### config.mk
export PLATFORM = sky130hd
export DESIGN_NAME = twe_top
export DESIGN_NICKNAME = d
export VERILOG_FILES = /design/src/hw/twe_pkg.sv /design/src/hw/twe_mem_if.sv /design/src/hw/twe_array.sv /design/src/hw/twe_top.sv
export SDC_FILE = /design/constraint.sdc
export NUM_CORES = 1
export LEC_CHECK = 0
export BUFFER_PORTS_ARGS = -buffer_cell sky130_fd_sc_hd__buf_2
export CORE_MARGIN = 2
export CORE_UTILIZATION = 35
export CTS_BUF_LIST = sky130_fd_sc_hd__clkbuf_8
export CTS_CLUSTER_DIAMETER = 40
export DETAILED_ROUTE_END_ITERATION = 10
export GPL_ROUTABILITY_DRIVEN = 1
export PLACE_DENSITY = 0.51
export SKIP_CTS_REPAIR_TIMING = 1
export SYNTH_ARGS = -nofsm -noshare
export SYNTH_HDL_FRONTEND = slang
export SYNTH_SLANG_ARGS = --single-unit
### constraint.sdc
create_clock -name pclk -period 3.1 [get_ports pclk]
set_clock_uncertainty 0.05 [all_clocks]
set_input_delay 0 -clock pclk [delete_from_list [all_inputs] [get_ports pclk]]
set_output_delay 0 -clock pclk [all_outputs]
set_load 0.05 [all_outputs]
### src/hw/twe_pkg.sv
package twe_pkg;
    // Core clock rate and the timing figures it turns into cycle counts.
    localparam int unsigned CLK_MHZ = 200;
    localparam int unsigned PROG_TIME_US = 1000;
    localparam int unsigned PROG_CYC_DEF = PROG_TIME_US * CLK_MHZ;
    localparam int unsigned RST_OUT_NS = 1000;
    localparam int unsigned RST_OUT_CYC = (RST_OUT_NS * CLK_MHZ) / 1000;
    localparam int unsigned RST_CNT_W = 8;

    // Array geometry.
    localparam int unsigned ROWS = 32;
    localparam int unsigned ROW_W = 5;
    localparam int unsigned WORD_W = 16;
    localparam int unsigned BYTE_W = 8;

    // Register offsets and field positions.
    localparam logic [11:0] OFF_CTRL = 12'h000;
    localparam logic [11:0] OFF_STATUS = 12'h004;
    localparam logic [11:0] OFF_ROW = 12'h008;
    localparam int unsigned CTRL_AUTO_BIT = 0;
    localparam int unsigned STAT_IDLE_BIT = 0;
    localparam int unsigned STAT_BUSY_BIT = 1;
    localparam int unsigned STAT_FIELD_BIT = 2;
    localparam int unsigned STAT_AUTO_BIT = 3;
    localparam int unsigned STAT_STATE_LSB = 8;
    localparam logic AUTO_EN_RST = 1'b1;

    // Control byte codes.
    localparam logic [1:0] MODE_LO_INC = 2'h1;
    localparam logic [1:0] MODE_HI_DEC = 2'h2;
    localparam logic [1:0] MODE_RSVD = 2'h3;
    localparam logic [7:0] FILL0_CB = 8'h00;
    localparam logic [7:0] FILL1_CB = 8'hf8;
    localparam logic [7:0] SPEC_MASK = 8'hc7;
    localparam logic [7:0] SPEC_VAL = 8'hc7;
    localparam int unsigned PM_ON_BIT = 3;

    typedef enum logic [6:0] {
        ST_IDLE = 7'h01,
        ST_CTRL = 7'h02,
        ST_ACK = 7'h04,
        ST_WDATA = 7'h08,
        ST_RDATA = 7'h10,
        ST_RACK = 7'h20,
        ST_SKIP = 7'h40
    } twe_state_e;
endpackage

### src/hw/twe_mem_if.sv
`timescale 1ns/10ps
interface twe_mem_if;
    import twe_pkg::*;
    logic [ROW_W-1:0] rd_row;
    logic [WORD_W-1:0] rd_data;
    logic op_en;
    logic op_all;
    logic [ROW_W-1:0] op_row;
    logic [WORD_W-1:0] op_data;
    modport ctl (output rd_row, output op_en, output op_all, output op_row, output op_data, input rd_data);
    modport arr (input rd_row, input op_en, input op_all, input op_row, input op_data, output rd_data);
endinterface

### src/hw/twe_array.sv
`timescale 1ns/10ps
module twe_array #(
    parameter int unsigned NROWS = twe_pkg::ROWS
) (
    input wire logic pclk,
    twe_mem_if.arr m
);
    import twe_pkg::*;

    logic [WORD_W-1:0] cell_r [NROWS];

    // The row index is five bits wide, so only a full power of two is served.
    if (NROWS != (1 << ROW_W)) begin : g_bad_rows
        $error("twe_array: NROWS must be 32");
    end

    // Cells are nonvolatile, so no reset touches them. One row or all rows take the word.
    for (genvar r = 0; r < NROWS; r++) begin : g_row
        always_ff @(posedge pclk) begin
            if (m.op_en && (m.op_all || (m.op_row == ROW_W'(r)))) begin
                cell_r[r] <= m.op_data;
            end
        end
    end

    // Whole-row read into the buffer.
    assign m.rd_data = cell_r[m.rd_row];
endmodule

### src/hw/twe_top.sv
`timescale 1ns/10ps
// What this block does
// - Data changes only while clock low; bits are valid while clock high.
// - Data edges while clock high are start or stop, never data.
// - Stop is a falling data edge while clock is high.
// - Transfers open with start, close with stop; stop returns to standby.
// - Receiver pulls data low during the ninth clock to acknowledge.
// - Without master acknowledge the device stops sending and listens.
// - Control byte: five row bits, two order bits, direction bit last.
// - Direction bit zero writes, one reads.
// - In standby the data line is released.
// - Array holds 32 rows of 16 bits, reached only serially.
// - Row address picks a row copied whole into the buffer.
// - Order bits choose high-then-low or low-then-high byte access.
// - Sequential reads step rows up or down without resending address.
// - Two control bytes fill the whole array with zeros or ones.
// - Write is control byte, one or two acknowledged data bytes, stop.
// - Write control loads the row; data bytes overwrite buffer in order.
// - While programming, inputs are ignored and acknowledges withheld.
// - Disabled auto switching stays off until reset, enable command or a control register write.
// - 11xx0111 disables and 11xx1111 enables automatic supply switching.
// - Mode 01 low first with increment; mode 10 high first with decrement.
// - Serial logic resets on power-on, field-to-battery switch, reset pin.
module twe_top #(
    parameter int unsigned PROG_CYC = twe_pkg::PROG_CYC_DEF,
    parameter bit STOP_ON_FALL = 1'b1
) (
    input wire logic pclk,
    input wire logic presetn,
    input wire logic psel,
    input wire logic penable,
    input wire logic pwrite,
    input wire logic [11:0] paddr,
    input wire logic [31:0] pwdata,
    output logic [31:0] prdata,
    output logic pready,
    output logic pslverr,
    input wire logic scl_in,
    input wire logic sda_in,
    output logic sda_out,
    output logic sda_oe,
    input wire logic field_in,
    input wire logic reset_line_active_low_in,
    output logic reset_line_active_low_out,
    output logic reset_line_active_low_oe,
    output logic supply_on_field
);
    import twe_pkg::*;

    localparam int unsigned PW = $clog2(PROG_CYC + 1);
    localparam logic [PW-1:0] PROG_HALF = PW'(PROG_CYC / 2);
    localparam logic [PW-1:0] PROG_LAST = PW'(PROG_CYC - 1);
    localparam logic [RST_CNT_W-1:0] RST_LOAD = RST_CNT_W'(RST_OUT_CYC);

    // The erase and write phases each need at least two cycles.
    if (PROG_CYC < 4) begin : g_bad_prog
        $error("twe_top: PROG_CYC must be at least 4");
    end

    // Which buffer byte is the high one for the given order and position.
    function automatic logic pick_hi(input logic [1:0] mode, input logic idx);
        pick_hi = (mode == MODE_HI_DEC) ^ idx;
    endfunction

    twe_mem_if mem ();

    twe_array #(.NROWS(ROWS)) u_array (
        .pclk(pclk),
        .m(mem.arr)
    );

    twe_state_e st_r;
    twe_state_e next_r;
    logic scl_m_r, scl_s_r, scl_d_r;
    logic sda_m_r, sda_s_r, sda_d_r;
    logic fld_m_r, fld_s_r;
    logic rl_m_r, rl_s_r;
    logic [3:0] cnt_r;
    logic [7:0] sh_r;
    logic [7:0] tx_r;
    logic [ROW_W-1:0] row_r;
    logic [1:0] mode_r;
    logic idx_r;
    logic [1:0] wr_cnt_r;
    logic [WORD_W-1:0] buf_r;
    logic pend_r;
    logic fill_r;
    logic fill_one_r;
    logic ack_ok_r;
    logic busy_r;
    logic [PW-1:0] prog_cnt_r;
    logic auto_en_r;
    logic [RST_CNT_W-1:0] rst_cnt_r;
    logic rst_oe_r;
    logic sda_oe_r;
    logic field_r;
    logic [31:0] prdata_r;
    logic pslverr_r;
    logic pready_r;

    logic scl_hi, scl_rise, scl_fall, sda_fall, sda_rise;
    logic start_ev, stop_ev, swback, ser_rst;
    logic ctrl_done, is_spec, is_fill, launch;
    logic [7:0] tx_nxt;
    logic apb_wr;

    // Every pin from the link passes two flip-flops before any logic sees it.
    always_ff @(posedge pclk or negedge presetn) begin
        if (!presetn) begin
            scl_m_r <= 1'b1;
            scl_s_r <= 1'b1;
            scl_d_r <= 1'b1;
            sda_m_r <= 1'b1;
            sda_s_r <= 1'b1;
            sda_d_r <= 1'b1;
            fld_m_r <= 1'b0;
            fld_s_r <= 1'b0;
            rl_m_r <= 1'b1;
            rl_s_r <= 1'b1;
        end else begin
            scl_m_r <= scl_in;
            scl_s_r <= scl_m_r;
            scl_d_r <= scl_s_r;
            sda_m_r <= sda_in;
            sda_s_r <= sda_m_r;
            sda_d_r <= sda_s_r;
            fld_m_r <= field_in;
            fld_s_r <= fld_m_r;
            rl_m_r <= reset_line_active_low_in;
            rl_s_r <= rl_m_r;
        end
    end

    // Edge detection on the synchronised link lines.
    assign scl_hi = scl_s_r & scl_d_r;
    assign scl_rise = scl_s_r & ~scl_d_r;
    assign scl_fall = ~scl_s_r & scl_d_r;
    assign sda_fall = sda_d_r & ~sda_s_r;
    assign sda_rise = ~sda_d_r & sda_s_r;

    // A data edge under a high clock is framing, never data. In standby only a falling edge counts,
    // as a start; once awake the stop edge ends the frame and the other edge restarts it.
    assign start_ev = scl_hi & ((st_r == ST_IDLE) ? sda_fall : (STOP_ON_FALL ? sda_rise : sda_fall));
    assign stop_ev = scl_hi & (st_r != ST_IDLE) & (STOP_ON_FALL ? sda_fall : sda_rise);

    // Supply switch-back and the reset pin both restart the serial logic.
    assign swback = field_r & ~fld_s_r;
    assign ser_rst = ~rl_s_r | swback;

    // Control byte decode, valid at the clock fall that ends its eighth bit.
    assign ctrl_done = (st_r == ST_CTRL) && scl_fall && (cnt_r == 4'h8);
    assign is_spec = (sh_r & SPEC_MASK) == SPEC_VAL;
    assign is_fill = (sh_r == FILL0_CB) || (sh_r == FILL1_CB);
    assign launch = stop_ev && pend_r && !busy_r && !ser_rst;

    // Next byte to send after an acknowledged one; a new word comes straight from the array.
    always_comb begin
        tx_nxt = 8'h00;
        if (idx_r) begin
            tx_nxt = pick_hi(mode_r, 1'b0) ? mem.rd_data[15:8] : mem.rd_data[7:0];
        end else begin
            tx_nxt = pick_hi(mode_r, 1'b1) ? buf_r[15:8] : buf_r[7:0];
        end
    end

    // Serial protocol engine.
    always_ff @(posedge pclk or negedge presetn) begin
        if (!presetn) begin
            st_r <= ST_IDLE;
            next_r <= ST_IDLE;
            cnt_r <= 4'h0;
            sh_r <= 8'h00;
            tx_r <= 8'h00;
            row_r <= '0;
            mode_r <= 2'h0;
            idx_r <= 1'b0;
            wr_cnt_r <= 2'h0;
            buf_r <= 16'h0000;
            pend_r <= 1'b0;
            fill_r <= 1'b0;
            fill_one_r <= 1'b0;
            ack_ok_r <= 1'b0;
            sda_oe_r <= 1'b0;
        end else if (ser_rst) begin
            st_r <= ST_IDLE;
            sda_oe_r <= 1'b0;
            pend_r <= 1'b0;
        end else if (launch) begin
            st_r <= ST_IDLE;
            sda_oe_r <= 1'b0;
            pend_r <= 1'b0;
        end else if (stop_ev) begin
            st_r <= ST_IDLE;
            sda_oe_r <= 1'b0;
            pend_r <= 1'b0;
        end else if (start_ev) begin
            st_r <= ST_CTRL;
            cnt_r <= 4'h0;
            sda_oe_r <= 1'b0;
            pend_r <= 1'b0;
            wr_cnt_r <= 2'h0;
        end else begin
            case (st_r)
                ST_CTRL, ST_WDATA: begin
                    if (scl_rise && cnt_r != 4'h8) begin
                        sh_r <= {sh_r[6:0], sda_s_r};
                        cnt_r <= cnt_r + 4'h1;
                    end
                    if (ctrl_done) begin
                        if (busy_r) begin
                            st_r <= ST_SKIP;
                        end else begin
                            row_r <= sh_r[7:3];
                            mode_r <= sh_r[2:1];
                            buf_r <= mem.rd_data;
                            sda_oe_r <= 1'b1;
                            st_r <= ST_ACK;
                            if (is_spec) begin
                                next_r <= ST_SKIP;
                            end else if (!sh_r[0]) begin
                                next_r <= (sh_r[2:1] == MODE_RSVD && !is_fill) ? ST_SKIP : ST_WDATA;
                                fill_r <= is_fill;
                                fill_one_r <= sh_r == FILL1_CB;
                                pend_r <= is_fill;
                            end else begin
                                next_r <= ST_RDATA;
                            end
                        end
                    end else if (st_r == ST_WDATA && scl_fall && cnt_r == 4'h8) begin
                        if (wr_cnt_r != 2'h2) begin
                            if (pick_hi(mode_r, wr_cnt_r[0])) begin
                                buf_r[15:8] <= sh_r;
                            end else begin
                                buf_r[7:0] <= sh_r;
                            end
                            wr_cnt_r <= wr_cnt_r + 2'h1;
                            pend_r <= 1'b1;
                        end
                        sda_oe_r <= 1'b1;
                        next_r <= ST_WDATA;
                        st_r <= ST_ACK;
                    end
                end
                ST_ACK: begin
                    if (scl_fall) begin
                        cnt_r <= 4'h0;
                        st_r <= next_r;
                        idx_r <= 1'b0;
                        if (next_r == ST_RDATA) begin
                            tx_r <= pick_hi(mode_r, 1'b0) ? buf_r[15:8] : buf_r[7:0];
                            sda_oe_r <= pick_hi(mode_r, 1'b0) ? ~buf_r[15] : ~buf_r[7];
                        end else begin
                            sda_oe_r <= 1'b0;
                        end
                    end
                end
                ST_RDATA: begin
                    if (scl_fall) begin
                        if (cnt_r == 4'h7) begin
                            sda_oe_r <= 1'b0;
                            st_r <= ST_RACK;
                        end else begin
                            tx_r <= {tx_r[6:0], 1'b0};
                            sda_oe_r <= ~tx_r[6];
                            cnt_r <= cnt_r + 4'h1;
                        end
                    end
                end
                ST_RACK: begin
                    if (scl_rise) begin
                        ack_ok_r <= ~sda_s_r;
                        if (sda_s_r) begin
                            st_r <= ST_SKIP;
                        end else if (idx_r) begin
                            row_r <= (mode_r == MODE_HI_DEC) ? row_r - 5'h1 : row_r + 5'h1;
                        end
                    end else if (scl_fall && ack_ok_r) begin
                        if (idx_r) begin
                            buf_r <= mem.rd_data;
                        end
                        tx_r <= tx_nxt;
                        sda_oe_r <= ~tx_nxt[7];
                        idx_r <= ~idx_r;
                        cnt_r <= 4'h0;
                        st_r <= ST_RDATA;
                    end
                end
                default: begin
                    sda_oe_r <= 1'b0;
                end
            endcase
        end
    end

    // The array reads the row named by the arriving control byte, else the current row.
    assign mem.rd_row = (st_r == ST_CTRL) ? sh_r[7:3] : row_r;

    // Programming cycle timer; the acknowledge is held back until it ends.
    always_ff @(posedge pclk or negedge presetn) begin
        if (!presetn) begin
            busy_r <= 1'b0;
            prog_cnt_r <= '0;
        end else if (launch) begin
            busy_r <= 1'b1;
            prog_cnt_r <= '0;
        end else if (busy_r) begin
            prog_cnt_r <= prog_cnt_r + PW'(1);
            if (prog_cnt_r == PROG_LAST) begin
                busy_r <= 1'b0;
            end
        end
    end

    // First cycle erases the cells, the halfway cycle writes the buffer or the fill value.
    assign mem.op_en = busy_r && (prog_cnt_r == '0 || prog_cnt_r == PROG_HALF);
    assign mem.op_all = fill_r;
    assign mem.op_row = row_r;
    assign mem.op_data = (prog_cnt_r == '0) ? 16'h0000 : (fill_r ? {WORD_W{fill_one_r}} : buf_r);

    // Automatic supply switching; a full reset, the enable command or a control register write turns it back on.
    always_ff @(posedge pclk or negedge presetn) begin
        if (!presetn) begin
            auto_en_r <= AUTO_EN_RST;
        end else if (ctrl_done && !busy_r && is_spec) begin
            auto_en_r <= sh_r[PM_ON_BIT];
        end else if (apb_wr && paddr == OFF_CTRL) begin
            auto_en_r <= pwdata[CTRL_AUTO_BIT];
        end
    end

    // Field supply follows the field only while switching is enabled.
    always_ff @(posedge pclk or negedge presetn) begin
        if (!presetn) begin
            field_r <= 1'b0;
        end else begin
            field_r <= auto_en_r & fld_s_r;
        end
    end

    // A switch back to battery pulls the reset line low for a while to reset the host too.
    always_ff @(posedge pclk or negedge presetn) begin
        if (!presetn) begin
            rst_cnt_r <= '0;
            rst_oe_r <= 1'b0;
        end else if (swback) begin
            rst_cnt_r <= RST_LOAD;
            rst_oe_r <= 1'b1;
        end else if (rst_cnt_r != '0) begin
            rst_cnt_r <= rst_cnt_r - RST_CNT_W'(1);
            rst_oe_r <= rst_cnt_r != RST_CNT_W'(1);
        end
    end

    // APB slave with zero wait states; read data is staged in the setup cycle.
    assign apb_wr = psel && penable && pwrite && pready_r;

    always_ff @(posedge pclk or negedge presetn) begin
        if (!presetn) begin
            prdata_r <= 32'h0000_0000;
            pslverr_r <= 1'b0;
            pready_r <= 1'b0;
        end else begin
            pready_r <= 1'b1;
            if (psel && !penable) begin
                prdata_r <= 32'h0000_0000;
                pslverr_r <= 1'b0;
                if (paddr == OFF_CTRL) begin
                    prdata_r[CTRL_AUTO_BIT] <= auto_en_r;
                end else if (paddr == OFF_STATUS) begin
                    prdata_r[STAT_IDLE_BIT] <= st_r == ST_IDLE;
                    prdata_r[STAT_BUSY_BIT] <= busy_r;
                    prdata_r[STAT_FIELD_BIT] <= field_r;
                    prdata_r[STAT_AUTO_BIT] <= auto_en_r;
                    prdata_r[STAT_STATE_LSB +: 7] <= st_r;
                end else if (paddr == OFF_ROW) begin
                    prdata_r[15:0] <= buf_r;
                    prdata_r[20:16] <= row_r;
                    prdata_r[25:24] <= mode_r;
                end else begin
                    pslverr_r <= 1'b1;
                end
            end
        end
    end

    // Pin and bus outputs, straight from flip-flops or tied low; the data line is open drain.
    assign sda_out = 1'b0;
    assign sda_oe = sda_oe_r;
    assign reset_line_active_low_out = 1'b0;
    assign reset_line_active_low_oe = rst_oe_r;
    assign supply_on_field = field_r;
    assign prdata = prdata_r;
    assign pslverr = pslverr_r;
    assign pready = pready_r;
endmodule

=== After elaboration in Yosys (flattened, before gate mapping) ===
Memory sizes are Yosys's and may differ from the RTL's.
Index checks and enable logic that the tools add are counted.

* Register bits after elaboration: 129
* Bits in writable memories: 512
* Input port bits: 53
* Output and inout port bits: 39
* Word-level logic and storage cells: 467
* Memories: 1

{| class="wikitable"
|+ Memory list
! name !! words !! width !! read ports !! clocked after memory_dff !! wr ports !! line !! RTL
|-
| u_array.cell_r || 32 || 16 || 1 || 0 || 32 || twe_array.sv:10 || <nowiki>logic [WORD_W-1:0] cell_r [NROWS];</nowiki>
|}

* Add/sub/neg operators: 6
* Equal/unequal tests: 88
* Multiplexer cells: 183
* Bitwise operators: 30
* Reductions and logical operators: 124

{| class="wikitable"
|+ Operators by type and width
! operator !! count
|-
| $mux 7 || 27
|-
| $mux 16 || 9
|-
| $mux 1 || 104
|-
| $eq 5x5->1 const B || 17
|-
| $mux 8 || 7
|-
| $logic_and 1x1->1 || 50
|-
| $eq 5x4->1 const B || 8
|-
| $mux 18 || 2
|-
| $mux 4 || 9
|-
| $mux 5 || 7
|-
| $logic_or 1x1->1 || 34
|-
| $ne 3x3->1 const B || 11
|-
| $pmux 16 s2 || 1
|-
| $ne 6x6->1 const B || 5
|-
| $ne 2x2->1 const B || 14
|-
| $ne 7x7->1 const B || 4
|-
| $pmux 7 s4 || 1
|-
| $reduce_and 7->1 || 4
|-
| $reduce_and 12->1 || 2
|-
| $reduce_and 6->1 || 4
|-
| $mux 21 || 1
|-
| $pmux 7 s3 || 1
|-
| $eq 5x3->1 const B || 4
|-
| $mux 20 || 1
|-
| 51 further kinds || 104
|}

=== Logic depth before layout (Yosys ltp) ===
An unclocked memory read counts as a cell.

* Word-level depth: 13
* Mapped depth: 12

=== Cells and area by module ===
Synthesis repeated with hierarchy kept, for this count alone.

* Cell total of the unflattened synthesis: 1,928
* Area total of the unflattened synthesis: 27,612.7 um^2

{| class="wikitable"
|+ Modules (own cells, without submodules)
! module !! times used !! cells an instance !! area each (um^2) !! seq. area each (um^2)
|-
| twe_array || 1 || 1,168 || 20,444.6 || 15,374.7
|-
| twe_top || 1 || 760 || 7,168.1 || 3,166.8
|}

=== Worst setup path before layout ===
No wires, ideal clock.

* Kind: register -> register
* Start: register prog_cnt_r[15]
* End: memory u_array.cell_r[14][0], enable pin
* Data arrival time: 2.736 ns
* Required time: 2.656 ns
* Path slack: -0.080 ns
* Cell stages (with the launch flop): 9
* Path buffers: 2
* Cells stage by stage: dfrtp_1 or3_1 or4_1 o21ai_0 nand2_1 or2_2 clkbuf_1 clkbuf_1 a21oi_1

{| class="wikitable"
|+ RTL lines
! element !! line !! RTL
|-
| from (decl) || twe_top.sv:91 || <nowiki>logic [PW-1:0] prog_cnt_r;</nowiki>
|-
| from (signal assigned) || twe_top.sv:307 || <nowiki>prog_cnt_r <= prog_cnt_r + PW'(1);</nowiki>
|-
| to (decl) || twe_array.sv:10 ||
|}

=== Worst setup path in the final report ===
* Start: register st_r[2]
* End: register tx_r[2]

* Cells in the longest elaborated chain, start to end: 8
* Elaborated cells on any way between the ends: 31
* Those cells by class: eq/ne: 12; mux: 7; bitwise: 6; reduce/logical: 5; memory: 1

{| class="wikitable"
|+ Ends and longest elaborated chain
! element !! line !! RTL
|-
| from (decl) || twe_top.sv:72 || <nowiki>twe_state_e st_r;</nowiki>
|-
| from (signal assigned) || twe_top.sv:247 || <nowiki>st_r <= next_r;</nowiki>
|-
| $eq 7x2->1 or $ne 7x1->1 (tied branches) || twe_top.sv:296, twe_top.sv:144 ||
|-
| $mux 5 or $and 1x1->1 (tied branches) || twe_top.sv:296, twe_top.sv:144 ||
|-
| $mem_v2 32x16 or $and 1x1->1 (tied branches) || - ||
|-
| $mux 8 or $logic_and 1x1->1 (tied branches) || twe_top.sv:160, twe_top.sv:154 ||
|-
| $mux 8 or $logic_and 1x1->1 (tied branches) || twe_top.sv:159, twe_top.sv:154 ||
|-
| $mux 7 or $logic_and 1x1->1 (tied branches) || twe_top.sv:277, twe_top.sv:154 ||
|-
| $mux 7 or $not 1->1 (tied branches) || - ||
|-
| $pmux 7 s3 or $reduce_and 11->1 (tied branches) || - ||
|-
| to (signal assigned) || twe_top.sv:250 || <nowiki>tx_r <= pick_hi(mode_r, 1'b0) ? buf_r[15:8] : buf_r[7:0];</nowiki>
|-
| to (signal assigned) || twe_top.sv:263 || <nowiki>tx_r <= {tx_r[6:0], 1'b0};</nowiki>
|-
| to (signal assigned) || twe_top.sv:281 || <nowiki>tx_r <= tx_nxt;</nowiki>
|-
| to (decl) || twe_top.sv:80 || <nowiki>logic [7:0] tx_r;</nowiki>
|}

Several ways; a longest one is shown, not always the timed one. The select of a mux whose other input is x is not followed.
A chain may end at the register's enable or synchronous reset.

==> metrics.md <==
| Metric | Value |
|---|---|
| Fmax achieved | 312 MHz |
| Setup_tns | -0.641 ns |
| Routed Antenna Nets | 0 |
| Seq. cell area | 0.0185 mm^2 |
| Setup Viol. Count Final | 16 |
| Max-slew violations | 0 |
| Area of the multi-input gates | 0.00899 mm^2 |
| Post-synth top cells | edfxtp_1, a211oi_1, and3_1, nor2_1, clkbuf_1 |
| Layout Cells excl Fill | about 3,500 |
| Util after Layout | a little under half |
| Num rows | slightly above 100 |
| Max IR drop VDD | 0.000334 V |
| Tcrit/Tclk final | 103% |
| NumNets Final | 2,435 |
| Global-route wire length before repair | 127,000 um |
| FILL cells | 6,964 |
| Setup slack, reg-to-reg | -0.10 ns |
| PortBufs | just under 50 |
| Max clock buf depth | 3 |
| Unrepaired setup endpoints after global routing | yes |
| IO Pins | just over 90 |
| Area post-placement | 0.0308 mm^2 |
| Distinct cells, synth | 73 |
| Worst Path Max Fanout | 22 |
| Slew margin rel. | between 20 and 30% |
| Pre-antenna DRT Iters | 5 |
| Worst Setup Start Kind | flip-flop |
| Asr flop ratio synth | roughly a fifth |
| Core area | 0.0773 mm^2 |
| Placed cells | 3,219 |
| Synth Flop Type | edfxtp_1 |
| Die height | 283 um |
| Synthesized area per cell | 13.3 um^2 |
| Top cell type's share of synthesized area | 56.3% |
| TritonCTS clock tree | yes |
| Synth area leader | edfxtp_1 |
| Clk slew on worst S/H paths | 0.06 ns |
| Number of max-cap violations | 0 |
| Pre-CTS WS | -0.566 ns |
| CTS Sinks | 638 |
| Drt drc | 0 |
| Number of H-tree levels | 3 |
| Count of flip-flops with a built-in enable after synthesis | 512 |
| Slew @ Worst Pin | 1.09 ns |
| WL final | 91,600 um |
| Syn. warnings | 0 |
| Skew-Pair Late Insertion Delay | ~0.74 ns |
| LEAKAGE | 11.3 nW |
| Top cells by area, synth | edfxtp_1, dfrtp_1, a211oi_1, and3_1, nor2_1 |
| Failing checks | negative setup slack |
| Initial antenna violation count | 3 |
| Initial core utilization | 35.3% |
| Fin worst setup slack | -0.103 ns |
| Worst setup EP type | flip-flop |
| Crit path required time | 3.64 ns |
| CP peak stage delay | roughly 0.58 ns |
| Area growth, synth to finish | 29.2% |
| Design Area, Final | 0.0353 mm^2 |
| Vias | 19,800 |
| Seq cells post-synth | 638 |
| Gate count of the mapped netlist | roughly 2,100 |
| CP most frequent cell | buf_12 |
| Sequential cell area fraction in the yosys report | 68.0% |
| DR iter-0 viols | 2,039 |
| Avg Vias per Cell | around 5.7 |
| Routed len/inst | 26.1 um |
| Routability cong. | 0.900 |
| Pwr dens | between 400 and 500 mW/mm^2 |
| Largest net degree at the start of global routing | 75 |
| Status | finished with violations |
| Share of layout cells above drive strength 1 | 29.5% |
| GRT Util Overall | 20.9% |
| Mapped cell area | 0.0273 mm^2 |
| Final Hold Viols | 0 |
| TritonCTS Buffers | approximately 110 |
| Cells along the critical path | or4_4, o21ai_4, buf_12, buf_8, nand2_4, buf_12, buf_16, a211oi_1, nor4_1, buf_4, o2111a_1, nand2_1, a41oi_2 |
| CP max-delay cell | or4_4 |
| Tmin final | 3.20 ns |
| Crit Path Category | reg2reg |
| Count leader, synth | edfxtp_1 |
| Vias in the first global route | between 15,000 and 20,000 |
| Min-delay worst type | in2reg |
| Root buffer cell | clkbuf_8 |
| DP HPWL | 54,500 um |
| DIE AREA | ~0.080 mm^2 |
| Die width | 283 um |
| Gr ovfl total | 0 |
| WP data arrival | 3.74 ns |
## final timing paths
| check | startpoint | end | cells after the start |
|---|---|---|---|
| setup / recovery | st_r[2] | tx_r[2] | 13 |
| hold reg to reg | scl_m_r | scl_s_r | 0 |
| hold / removal | penable | prdata[5] | 4 |
| min in group asynchronous | presetn | st_r[0] | 3 |
| setup reg to reg | st_r[2] | tx_r[2] | 13 |
| max in group asynchronous | presetn | auto_en_r | 4 |
## kinds of logic after synthesis
kind of cell	share of synthesized area (%)
xor gates and xnor gates	0.706
other	0.0275
adders and majority gates	0.642
muxes	0.853
AOI/OAI and AO/OA	14.1
buffers and inverters	3.28
and+or+nand+nor	12.4
DFF	68.0
## state kept, by name, summed over array words and instances, names as in the netlist, 2 cells and up
register and flops:
rst_cnt_r 8, cnt_r 4, buf_r 16, u_array.cell_r 512, prog_cnt_r 18, sh_r 8
st_r 7, tx_r 7, wr_cnt_r 2, mem.op_row 5, mode_r 2, prdata 23
next_r 4
## final cells by class
| class | count | area share, % |
|---|---|---|
| Antenna cell | 2 | 0.0142 |
| Clock buffer | 118 | 4.61 |
| Clock inverter | 96 | 1.72 |
| Inverter | 35 | 0.373 |
| Multi-Input combinational cell | 1214 | 25.5 |
| Sequential cell | 638 | 52.6 |
| Tap cell | 1040 | 3.69 |
| Timing Repair Buffer | 366 | 11.5 |
## layout by cell type, fill, tap and decap left out, drive strengths merged, types with 29 or more instances in the layout
cell type / synthesis / final
edfxtp: 512 / 512
buf: 57 / 322
and3: 253 / 253
a211oi: 253 / 253
clkbuf: 116 / 139
nor2: 136 / 136
dfrtp: 115 / 115
nand2: 99 / 99
inv: 33 / 67
a21oi: 53 / 53
clkinv: 2 / 51
o41ai: 47 / 47
nand3: 34 / 34
o21ai: 29 / 29
## per-layer routing
metal / up-vias / routed length [um] / global-route usage (%)
met5: - / 0 / 0
met4: 0 / 2750 / 7.37
met3: 165 / 6370 / 3.60
met2: 795 / 42100 / 32.3
met1: 10200 / 40400 / 29.7
li1: 8719 / - / -
## worst max-delay path, delay by kind of cell (launching register included)
kind                   cells  cell delay, ns
buffers and inverters      5            0.87
AO/OA/AOI/OAI              4            0.86
AND/OR/NAND/NOR            4            0.84
flip-flops                 1            0.39
## stage by stage
stage / hold slack, ns / power (mW)
2_1_floorplan: -0.346 / 9.74
3_3_place_gp: -0.0787 / 9.89
3_5_place_dp: -0.0699 / 9.91
4_1_cts: -0.863 / 17.5
5_1_grt: 0.0929 / 18.0
6_report: 0.0477 / 17.4
## power by group
group	internal, mW	total, mW	switching (mW)
Sequential	9.22	9.30	0.0811
Combinational	0.178	0.467	0.289
Clock	4.06	7.66	3.60
No activity file was read; power rests on OpenSTA's default activity.
